==> src/core/idpg_defs.svh <==
// word addresses, field positions and fixed values of the parameter page
`ifndef IDPG_DEFS_SVH
`define IDPG_DEFS_SVH
`define IDPG_W_CONFIG 8'h00
`define IDPG_W_DEF_CYL 8'h01
`define IDPG_W_DEF_HEAD 8'h03
`define IDPG_W_DEF_SPT 8'h06
`define IDPG_W_CARD_MSW 8'h07
`define IDPG_W_CARD_LSW 8'h08
`define IDPG_W_SERIAL_LO 8'h0a
`define IDPG_W_SERIAL_HI 8'h13
`define IDPG_W_ECC 8'h16
`define IDPG_W_FW_LO 8'h17
`define IDPG_W_FW_HI 8'h1a
`define IDPG_W_MODEL_LO 8'h1b
`define IDPG_W_MODEL_HI 8'h2e
`define IDPG_W_MULT_MAX 8'h2f
`define IDPG_W_CAPS 8'h31
`define IDPG_W_PIO 8'h33
`define IDPG_W_VALID 8'h35
`define IDPG_W_CUR_CYL 8'h36
`define IDPG_W_CUR_HEAD 8'h37
`define IDPG_W_CUR_SPT 8'h38
`define IDPG_W_CAP_LSW 8'h39
`define IDPG_W_CAP_MSW 8'h3a
`define IDPG_W_MULT_SET 8'h3b
`define IDPG_W_LBA_LSW 8'h3c
`define IDPG_W_LBA_MSW 8'h3d
`define IDPG_W_DMA 8'h3f
`define IDPG_W_ADV_PIO 8'h40
`define IDPG_W_DMA_MIN 8'h41
`define IDPG_W_DMA_REC 8'h42
`define IDPG_W_PIO_MIN 8'h43
`define IDPG_W_PIO_RDY 8'h44
`define IDPG_W_SECURITY 8'h80
`define IDPG_ECC_COUNT 16'h0004
`define IDPG_SPACE 8'h20
`define IDPG_MULT_REC 8'h80
`define IDPG_CAP_DMA_BIT 8
`define IDPG_CAP_LBA_BIT 9
`define IDPG_CAP_RDY_BIT 11
`define IDPG_CAP_STBY_BIT 13
`define IDPG_PIO_MAX 8'h02
`define IDPG_VALID_CUR_BIT 0
`define IDPG_VALID_ADV_BIT 1
`define IDPG_MSET_VALID_BIT 8
`define IDPG_SEC_LEVEL_BIT 8
`define IDPG_CMD_IDENTIFY 8'hec
`define IDPG_LAST_WORD 8'hff
`define IDPG_SERIAL_CHARS 20
`define IDPG_FW_CHARS 8
`define IDPG_MODEL_CHARS 40
`endif

==> src/core/idpg_pkg.sv <==
// types shared by the parameter page generator
package idpg_pkg;
   // drive geometry, default or current translation
   typedef struct packed {
      logic [15:0] cyl;
      logic [15:0] heads;
      logic [15:0] spt;
   } idpg_geom_t;
   // multiword dma and pio mode settings
   typedef struct packed {
      logic dma_cmds_ok;
      logic [1:0] pio_mode;
      logic [2:0] dma_supported;
      logic dma_sel_valid;
      logic [1:0] dma_selected;
      logic [1:0] adv_pio;
      logic [15:0] dma_min_ns;
      logic [15:0] dma_rec_ns;
      logic [15:0] pio_min_ns;
      logic [15:0] pio_rdy_ns;
   } idpg_modes_t;
   typedef enum logic [1:0] {
      IDPG_IDLE = 2'b00,
      IDPG_SEND = 2'b01,
      IDPG_DONE = 2'b11
   } idpg_state_t;
endpackage

==> src/core/idpg_page.sv <==
// parameter page generator: streams the 256-word identify page
`timescale 1ns/10ps
`include "idpg_defs.svh"
// How it works
// - serial right-aligned, leading positions hold spaces
// - ecc byte count word is fixed 0004h
// - model left-aligned, trailing positions hold spaces
// - multiple limit: 80h or 00h, max count
// - card sector count is first out-of-range lba
// - capability bit 9 always one
// - capability bit 8 mirrors dma command acceptance
// - capability bits 13 and 11 read zero
// - pio mode byte only 00h to 02h
// - validity bit 0 always one
// - validity bit 1 marks words 64-70
// - current capacity is cylinders times heads times sectors
// - multiple setting: bit 8 one, count low
// - selected dma mode: at most one bit
// - supported dma modes: several bits allowed
// - advanced pio bits 0 and 1 only
// - word 65 minimum dma cycle in ns
// - word 66 never below word 65
// - unsupported cycle field returns zero
// - word 67 never below word 68
// - word 68 fastest pio cycle with ready
// - started by command ech, sector-read protocol
module idpg_page #(
   parameter logic [15:0] CONFIG_WORD = 16'h848a,
   parameter logic [7:0] MULT_UPPER = `IDPG_MULT_REC,
   parameter int SERIAL_LEN = 8,
   parameter int MODEL_LEN = 12,
   parameter logic [8*`IDPG_SERIAL_CHARS-1:0] SERIAL_STR = {20{8'h30}},
   parameter logic [8*`IDPG_FW_CHARS-1:0] FW_STR = {8{8'h31}},
   parameter logic [8*`IDPG_MODEL_CHARS-1:0] MODEL_STR = {40{8'h41}}
) (
   input wire logic mclk,
   input wire logic rst_b,
   input wire logic cmd_valid,
   input wire logic [7:0] cmd_code,
   input wire logic word_ready,
   output logic word_valid,
   output logic [15:0] word_data,
   output logic [7:0] word_addr,
   output logic page_last,
   output logic page_busy,
   input wire idpg_pkg::idpg_geom_t def_geom,
   input wire idpg_pkg::idpg_geom_t cur_geom,
   input wire logic [31:0] card_sectors,
   input wire logic [31:0] lba_sectors,
   input wire logic [7:0] mult_max,
   input wire logic [7:0] mult_current,
   input wire idpg_pkg::idpg_modes_t modes,
   input wire logic sec_max_level
);
   idpg_pkg::idpg_state_t state;
   logic [7:0] addr;
   logic [15:0] next_word;
   logic [47:0] cap_full;
   logic [31:0] cap;
   logic adv_valid;
   logic [15:0] caps_word;
   logic [7:0] pio_byte;
   logic [7:0] dma_sel_byte;
   logic [15:0] dma_min_f;
   logic [15:0] dma_rec_f;
   logic [15:0] pio_min_f;
   logic [15:0] pio_rdy_f;
   logic [7:0] serial_ch [0:`IDPG_SERIAL_CHARS-1];
   logic [7:0] model_ch [0:`IDPG_MODEL_CHARS-1];
   logic accept;
   logic load;

   // ------------------------------------------------------------
   // string character maps
   // ------------------------------------------------------------
   // serial: characters sit at the end, spaces fill the front
   genvar gi;
   generate
      for (gi = 0; gi < `IDPG_SERIAL_CHARS; gi++) begin : g_ser
         localparam int OFF = `IDPG_SERIAL_CHARS - SERIAL_LEN;
         if (gi < OFF) begin : g_pad
            assign serial_ch[gi] = `IDPG_SPACE;
         end else begin : g_chr
            assign serial_ch[gi] = SERIAL_STR[8*(SERIAL_LEN-1-(gi-OFF)) +: 8];
         end
      end
      // model: characters start at the front, spaces fill the tail
      for (gi = 0; gi < `IDPG_MODEL_CHARS; gi++) begin : g_mod
         if (gi < MODEL_LEN) begin : g_chr
            assign model_ch[gi] = MODEL_STR[8*(MODEL_LEN-1-gi) +: 8];
         end else begin : g_pad
            assign model_ch[gi] = `IDPG_SPACE;
         end
      end
   endgenerate

   // ------------------------------------------------------------
   // derived fields
   // ------------------------------------------------------------
   // current capacity product, truncated to the double word
   assign cap_full = cur_geom.cyl * cur_geom.heads * cur_geom.spt;
   assign cap = cap_full[31:0];
   // advanced words are valid when any of their fields is in use
   assign adv_valid = (|modes.adv_pio) | (|modes.dma_supported) | modes.dma_sel_valid;
   // capability word: lba on, dma per input, standby and ready off
   always_comb begin
      caps_word = 16'h0000;
      caps_word[`IDPG_CAP_LBA_BIT] = 1'b1;
      caps_word[`IDPG_CAP_DMA_BIT] = modes.dma_cmds_ok;
      caps_word[`IDPG_CAP_STBY_BIT] = 1'b0;
      caps_word[`IDPG_CAP_RDY_BIT] = 1'b0;
   end
   // pio mode byte clamped to mode 2
   assign pio_byte = ({6'h00, modes.pio_mode} > `IDPG_PIO_MAX) ? `IDPG_PIO_MAX :
                     {6'h00, modes.pio_mode};
   // one-hot selected dma mode, mode 3 code ignored
   always_comb begin
      dma_sel_byte = 8'h00;
      if (modes.dma_sel_valid && modes.dma_selected != 2'h3) begin
         dma_sel_byte[modes.dma_selected] = 1'b1;
      end
   end
   // cycle fields: zero when unsupported, ordering enforced
   assign dma_min_f = (|modes.dma_supported) ? modes.dma_min_ns : 16'h0000;
   assign dma_rec_f = (|modes.dma_supported) ?
                      ((modes.dma_rec_ns < dma_min_f) ? dma_min_f : modes.dma_rec_ns) :
                      16'h0000;
   assign pio_rdy_f = (|modes.adv_pio) ? modes.pio_rdy_ns : 16'h0000;
   assign pio_min_f = (|modes.adv_pio) ?
                      ((modes.pio_min_ns < pio_rdy_f) ? pio_rdy_f : modes.pio_min_ns) :
                      16'h0000;

   // ------------------------------------------------------------
   // word selection
   // ------------------------------------------------------------
   // page contents by word address, everything else zero
   always_comb begin
      next_word = 16'h0000;
      if (addr >= `IDPG_W_SERIAL_LO && addr <= `IDPG_W_SERIAL_HI) begin
         next_word = {serial_ch[2*(addr-`IDPG_W_SERIAL_LO)],
                      serial_ch[2*(addr-`IDPG_W_SERIAL_LO)+1]};
      end else if (addr >= `IDPG_W_FW_LO && addr <= `IDPG_W_FW_HI) begin
         next_word = FW_STR[16*(`IDPG_W_FW_HI-addr) +: 16];
      end else if (addr >= `IDPG_W_MODEL_LO && addr <= `IDPG_W_MODEL_HI) begin
         next_word = {model_ch[2*(addr-`IDPG_W_MODEL_LO)],
                      model_ch[2*(addr-`IDPG_W_MODEL_LO)+1]};
      end else begin
         unique case (addr)
            `IDPG_W_CONFIG: next_word = CONFIG_WORD;
            `IDPG_W_DEF_CYL: next_word = def_geom.cyl;
            `IDPG_W_DEF_HEAD: next_word = {8'h00, def_geom.heads[7:0]};
            `IDPG_W_DEF_SPT: next_word = def_geom.spt;
            `IDPG_W_CARD_MSW: next_word = card_sectors[31:16];
            `IDPG_W_CARD_LSW: next_word = card_sectors[15:0];
            `IDPG_W_ECC: next_word = `IDPG_ECC_COUNT;
            `IDPG_W_MULT_MAX: next_word = {MULT_UPPER, mult_max};
            `IDPG_W_CAPS: next_word = caps_word;
            `IDPG_W_PIO: next_word = {pio_byte, 8'h00};
            `IDPG_W_VALID: next_word = {14'h0000, adv_valid, 1'b1};
            `IDPG_W_CUR_CYL: next_word = cur_geom.cyl;
            `IDPG_W_CUR_HEAD: next_word = cur_geom.heads;
            `IDPG_W_CUR_SPT: next_word = cur_geom.spt;
            `IDPG_W_CAP_LSW: next_word = cap[15:0];
            `IDPG_W_CAP_MSW: next_word = cap[31:16];
            `IDPG_W_MULT_SET: next_word = {7'h00, 1'b1, mult_current};
            `IDPG_W_LBA_LSW: next_word = lba_sectors[15:0];
            `IDPG_W_LBA_MSW: next_word = lba_sectors[31:16];
            `IDPG_W_DMA: next_word = {dma_sel_byte, 5'h00, modes.dma_supported};
            `IDPG_W_ADV_PIO: next_word = {14'h0000, modes.adv_pio};
            `IDPG_W_DMA_MIN: next_word = adv_valid ? dma_min_f : 16'h0000;
            `IDPG_W_DMA_REC: next_word = adv_valid ? dma_rec_f : 16'h0000;
            `IDPG_W_PIO_MIN: next_word = adv_valid ? pio_min_f : 16'h0000;
            `IDPG_W_PIO_RDY: next_word = adv_valid ? pio_rdy_f : 16'h0000;
            `IDPG_W_SECURITY: next_word = {7'h00, sec_max_level, 8'h00};
            default: next_word = 16'h0000;
         endcase
      end
   end

   // ------------------------------------------------------------
   // transfer sequencing
   // ------------------------------------------------------------
   assign accept = word_valid && word_ready;
   // output slot refills when empty or taken, never past the last word
   assign load = (state == idpg_pkg::IDPG_SEND) && (!word_valid || (accept && !page_last));

   // state: start on identify command, finish after the last word
   always_ff @(posedge mclk or negedge rst_b) begin
      if (!rst_b) begin
         state <= idpg_pkg::IDPG_IDLE;
      end else begin
         unique case (state)
            idpg_pkg::IDPG_IDLE: begin
               if (cmd_valid && cmd_code == `IDPG_CMD_IDENTIFY) begin
                  state <= idpg_pkg::IDPG_SEND;
               end
            end
            idpg_pkg::IDPG_SEND: begin
               if (accept && page_last) begin
                  state <= idpg_pkg::IDPG_DONE;
               end
            end
            idpg_pkg::IDPG_DONE: begin
               state <= idpg_pkg::IDPG_IDLE;
            end
            default: state <= idpg_pkg::IDPG_IDLE;
         endcase
      end
   end

   // fetch address runs one ahead of the word on the port
   always_ff @(posedge mclk or negedge rst_b) begin
      if (!rst_b) begin
         addr <= 8'h00;
      end else if (state == idpg_pkg::IDPG_IDLE) begin
         addr <= 8'h00;
      end else if (load) begin
         addr <= addr + 8'h01;
      end
   end

   // registered data output, loaded from the fetch address
   always_ff @(posedge mclk or negedge rst_b) begin
      if (!rst_b) begin
         word_valid <= 1'b0;
         word_data <= 16'h0000;
         word_addr <= 8'h00;
         page_last <= 1'b0;
      end else if (load) begin
         word_valid <= 1'b1;
         word_data <= next_word;
         word_addr <= addr;
         page_last <= (addr == `IDPG_LAST_WORD);
      end else if (accept) begin
         word_valid <= 1'b0;
         page_last <= 1'b0;
      end
   end

   assign page_busy = (state != idpg_pkg::IDPG_IDLE);
endmodule

==> config.mk <==
export PLATFORM = sky130hd
export DESIGN_NAME = idpg_page
export DESIGN_NICKNAME = d
export VERILOG_FILES = /design/src/core/idpg_pkg.sv /design/src/core/idpg_page.sv
export VERILOG_INCLUDE_DIRS = /design/src /design/src/core
export SDC_FILE = /design/constraint.sdc
export NUM_CORES = 2
export LEC_CHECK = 0
export ABC_AREA = 1
export BUFFER_PORTS_ARGS = -buffer_cell sky130_fd_sc_hd__buf_2
export CAP_MARGIN = 20
export CELL_PAD_IN_SITES_DETAIL_PLACEMENT = 0
export CELL_PAD_IN_SITES_GLOBAL_PLACEMENT = 1
export CORE_ASPECT_RATIO = 0.6
export CORE_MARGIN = 4
export CORE_UTILIZATION = 34
export CTS_CLUSTER_DIAMETER = 150
export DETAILED_ROUTE_END_ITERATION = 6
export GPL_ROUTABILITY_DRIVEN = 0
export PLACE_DENSITY_LB_ADDON = 0.1
export SYNTH_ARGS = -nofsm -noshare
export SYNTH_HDL_FRONTEND = slang
export SYNTH_SLANG_ARGS = --single-unit
==> constraint.sdc <==
create_clock -name mclk -period 2.9 [get_ports mclk]
set_input_delay 0.58 -clock mclk [delete_from_list [all_inputs] [get_ports mclk]]
set_output_delay 0.58 -clock mclk [all_outputs]
set_load 0.005 [all_outputs]
# ---- After elaboration in Yosys (flattened, before gate mapping)
# Memories as Yosys holds them, arrays and structs flattened.
# Index checks and enable logic that the tools add are counted.
# W data, S select, Z words.
dict set report op_classes {
  addsub 6
  multipliers 2
  div 0
  magnitude_cmp 15
  n_eq_ne 31
  shift 1
  muxes 34
  n_bitwise 6
  n_reduce_logical 21
}
# op count
set ops {}
lappend ops {{$pmux W16 S26} 1}
lappend ops {{$mux W16} 13}
lappend ops {{$not A32 Y33} 4}
lappend ops {{$eq A8 B6 Y1 const B} 13}
lappend ops {{$mux W8} 10}
lappend ops {{$ge A33 B6 Y1 const B} 2}
lappend ops {{$ge A33 B7 Y1 const B} 2}
lappend ops {{$shiftx A64 B33 Y16 const A} 1}
lappend ops {{$eq A8 B7 Y1 const B} 5}
lappend ops {{$lt A16 B16 Y1} 2}
lappend ops {{$mul A16 B16 Y32} 1}
lappend ops {{$mul A32 B16 Y32} 1}
lappend ops {{$eq A8 B8 Y1 const B} 3}
lappend ops {{$add A10 B2 Y11 const B} 2}
lappend ops {{$eq A8 B3 Y1 const B} 2}
lappend ops {{$ge A8 B5 Y1 const B} 2}
lappend ops {{$le A8 B5 Y1 const B} 2}
lappend ops {{$logic_and A1 B1 Y1} 10}
lappend ops {{$sub A5 B8 Y9 const A} 1}
lappend ops {{$sub A8 B4 Y9 const B} 1}
lappend ops {{$sub A8 B5 Y9 const B} 1}
lappend ops {{$add A8 B1 Y8 const B} 1}
lappend ops {{$eq A8 B1 Y1 const B} 1}
lappend ops {{$eq A8 B2 Y1 const B} 1}
lappend ops {{24 further kinds} 34}
dict set report totals {
  regBits 36
  latch_bits 0
  mem_bits_rw 0
  romBits 1536
  input_bits 264
  output_inout_bits 27
  wordCells 126
  memories 4
}
# name words width read_ports rd_clocked_by_memory_dff wr line_no
set memory_table {}
lappend memory_table {{(no name shown)} 64 8 1 0 0 idpg_page.sv:146} ;# model_ch[2*(addr-`IDPG_W_MODEL_LO)+1]};
lappend memory_table {{(no name shown)} 64 8 1 0 0 idpg_page.sv:145} ;# next_word = {model_ch[2*(addr-`IDPG_W_MODEL_LO)],
lappend memory_table {{(no name shown)} 32 8 1 0 0 idpg_page.sv:141} ;# serial_ch[2*(addr-`IDPG_W_SERIAL_LO)+1]};
lappend memory_table {{(no name shown)} 32 8 1 0 0 idpg_page.sv:140} ;# next_word = {serial_ch[2*(addr-`IDPG_W_SERIAL_LO)],

# ---- Depth between registers and ports, before layout
dict set report logic_depth {
  ltp_word 10
  depth_mapped 54
  mapped_depth_nobuf 51
}

# ---- Worst setup path before layout
# Ideal clock, no wire load.
dict set report synth_path {
  kind {input to register}
  from {input cur_geom[42] (netlist bit)}
  to {register word_data[11]}
  setup_ps 123
  t_arrival_ps 10859
  required_time_ps 2777
  slack_ps -8082
  cell_stages 46
  n_path_buf 3
  path_cell_list {clkbuf_1 clkbuf_1 nand2_1 fa_1 fa_1 fa_1 fa_1 inv_1 fa_1 inv_1 fa_1 inv_1 ha_1 nand2_1 nor2_1 nand2_1 nand2_1 xor2_1 [... 10 more ...] fa_1 inv_1 fa_1 ha_1 a21oi_1 o21a_1 o211ai_1 a21boi_1 o21ai_2 a21boi_2 o21bai_1 nand3_1 nand2_1 or2_2 nand3_1 nand3_1 o21ai_0 nand2_1}
}
dict set report synth_via {
  elab_chain_len 6
}
# item line_no
set synth_lines {}
lappend synth_lines {{start: declaration} idpg_page.sv:47} ;# input wire idpg_pkg::idpg_geom_t cur_geom,
lappend synth_lines {{$mul A16 B16 Y32} idpg_page.sv:101} ;# assign cap_full = cur_geom.cyl * cur_geom.heads * cur_geom.spt;
lappend synth_lines {{$mul A32 B16 Y32} idpg_page.sv:101}
lappend synth_lines {{$pmux W16 S26} idpg_page.sv:148} ;# unique case (addr)
lappend synth_lines {{$mux W16} idpg_page.sv:144} ;# end else if (addr >= `IDPG_W_MODEL_LO && addr <= `IDPG_W_MODEL_HI) begin
lappend synth_lines {{$mux W16} idpg_page.sv:142} ;# end else if (addr >= `IDPG_W_FW_LO && addr <= `IDPG_W_FW_HI) begin
lappend synth_lines {{$mux W16} idpg_page.sv:139} ;# if (addr >= `IDPG_W_SERIAL_LO && addr <= `IDPG_W_SERIAL_HI) begin
lappend synth_lines {{end signal: assignment} idpg_page.sv:231} ;# word_data <= next_word;
lappend synth_lines {{end: declaration} idpg_page.sv:42} ;# output logic [15:0] word_data,
# No other way between the ends.
# A chain may end at the register's enable or synchronous reset.

# ---- Worst setup path in the final report
dict set report layout_path {
  from {input cur_geom[37] (netlist bit)}
  to {register word_data[10]}
}
# The elaborated chain is that of the path after synthesis.

==> qor.yml <==
run_status:
  status: "finished, violations left"
  violations: "setup timing"
global_route:
  grt_pass1_vias: 27400
  grt_pass1_wl_um: 177000
  antenna_found_initial: 7
  grt_overflow: 0
  grt_use_total: 0.293
  grt_max_degree: 37
worst_setup_path:
  crit_type: "in2reg"
  r2r-end: "word_data[7]"
  crit_family: "adder cells"
  crit_fanout: 6
  worstSetupEndpointType: "register"
  cpMaxStageDelayCell: "fa_1"
  critPathLaunch: "cur_geom[37]"
  cp.depth: 49
  r2r_cells: 17
  timing.rr.start: "addr[1]"
  cpMostUsedCell: "fa_1"
  worst_setup_path_start_kind: "input pin"
  cp_num_buf_inv: 15
  worstPathArrival_ns: 10.82
  slowest_delay_ns: 0.57
  ff2ff_setup_slack_ns: -0.42
  cp.required_ns: 3.07
route:
  wl_met3_um: 12100
  route.detailed.drc: 0
  vias: 26800
  wl_met1_um: 58000
  wl_per_cell_um: 21.5
  top_layer: "met5"
  routed_wl_um: 118000
  wl_met2_um: 44800
  drt.antenna.violating_nets: 0
  via_per_inst: 4.87
  first_pass_iters: 6
  drt_iter0_markers: 2351
sta:
  fin_ws_ns: -7.74
  finClkSkew_ns: 0.00392
  fin_crit_ns: 10.64
  finalHoldViolCount: 0
  min_period_over_period: 3.67
  tightest_slew_ns: 0.893
  max_freq_ghz: 0.0940
  tns_ns: -119.81
  setup_violations: 16
  rsz0062_at_grt: "true"
  relSlewSlack: 0.404
  slew_viol_final: 0
floorplanning:
  die_area_sq_mm: 0.0804
  io_pins: 291
  start_util: 0.346
  die_h_um: 221
  core_sq_mm: 0.0744
  rows: 77
  die_w_um: 363
clock_network:
  clk_path_buf_depth: 2
  cts_inserted_buffers: 5
  hold_buffers: 0
  cts-root-buf: "clkbuf_16"
  cts_tree: "yes"
  clock-sinks: 36
  cts_max_level: 2
  path_clk_slew_ns: 0.06
  clk_latency_ns: 0.28
synth:
  synth_area_leader_cell: "fa_1"
  ys_seq_area_frac: 0.0350
  ys_ff_latch: 36
  syn_inst: 3631
  synth_commonest_cells: "nand2_1 (941), inv_1 (932), fa_1 (498), nor2_1 (290), ha_1 (204)"
  synthDistinctLibCells: 64
  yosysMostFrequentCell: "nand2_1"
  yosysWarnings: 0
  netlist_area_sq_mm: 0.0258
  synthArstFlopShare: 1.00
  syn_nets: 4597
  synth_top_area_share: 0.387
  synthFlopType: "dfrtp_1"
  synth_area_per_cell_sq_um: 7.10
  synth-edff-count: 0
  synthTopCellsByArea: "fa_1 (39%), nand2_1 (14%), inv_1 (14%)"
job:
  drv_cap: 0
cells_and_area:
  area_growth_pct: 38.0
  multiInputGateArea_sq_mm: 0.0222
  diodes: 0
  seqCellArea_sq_um: 901
  drive_above_1_share: 0.296
  fin_nets: 5478
  fill_cells: 7675
place:
  port_buffers: 282
  hpwl_um: 105000
worst_hold_path:
  hp-class: "in2async"
## worst max-delay path by stage
stage,end
floorplan,word_data[13]
global placement,word_data[10]
detailed placement,word_data[10]
CTS,word_data[10]
global route,word_data[10]
finish,word_data[10]
## flip-flops by register name (all words and copies together), names as in the netlist
| name | flops |
|---|---|
| word_addr | 8 |
| addr | 8 |
| state | 2 |
| word_valid | 1 |
| word_data | 16 |
| page_last | 1 |
## repair_timing
item                       CTS  global route
setup endpoints to repair   16            16
pin swaps                   96            88
setup buffers               39            16
gates resized for setup    203           118
## worst reg2reg max path, cell delays in order, from the launching register on
cell,delay (ns)
dfrtp_1,0.39
inv_1,0.09
ha_1,0.18
inv_1,0.10
nor2_1,0.06
inv_1,0.13
nor2_2,0.13
buf_4,0.16
nand2_1,0.05
o21ai_0,0.18
a221oi_1,0.28
buf_4,0.19
nand2_1,0.05
a2111oi_0,0.58
buf_4,0.23
o21ai_0,0.15
nor3_2,0.19
o21ai_1,0.08
## metal layers
layer / vias to the layer above / track usage
li1: 12500 / -
met1: 13000 / 0.463
met2: 1153 / 0.396
met3: 128 / 0.0754
met4: 4 / 0.0591
met5: - / 0
## logic make-up after synthesis
group / Yosys count / synth area share
and+or+nand+nor: 1448 / 0.229
DFF: 36 / 0.0350
adders and majority gates: 702 / 0.486
buffers and inverters: 1095 / 0.160
AOI/OAI and AO/OA: 326 / 0.0808
xor gates and xnor gates: 24 / 0.00927
## placed cells by master (no fill, tap or decap), types with 45 or more instances in the layout
master,synthesis,layout
buf_2,7,261
o21ai_0,95,73
a21oi_1,92,63
buf_4,0,683
fa_1,498,464
nand2_2,17,45
nand2_1,941,896
ha_1,204,171
nor2_1,290,267
inv_1,932,893
nand3_1,95,81
## metrics by stage
step           cell area (sq um)   util  hold slack, ns  worst slack, ns  cells
3_3_place_gp               33800  0.455           0.454            -8.72   5443
2_1_floorplan              26500      -           0.284            -7.30   3631
4_1_cts                    35000  0.471           0.447            -7.66   5485
3_5_place_dp               33800  0.455           0.463            -8.67   5443
6_report                   35600  0.478           0.425            -7.74   5499
5_1_grt                    35600  0.478           0.475            -8.00   5499
## final cells by class
class	count	area share
Clock buffer	6	0.00362
Inverter	956	0.102
Tap cell	987	0.0347
Clock inverter	1	0.000141
Sequential cell	36	0.0253
Multi-Input combinational cell	2500	0.623
Timing Repair Buffer	1013	0.211
Power is not shown: default switching activity piles up to over one toggle a cycle in this logic, so the estimate is an artifact.
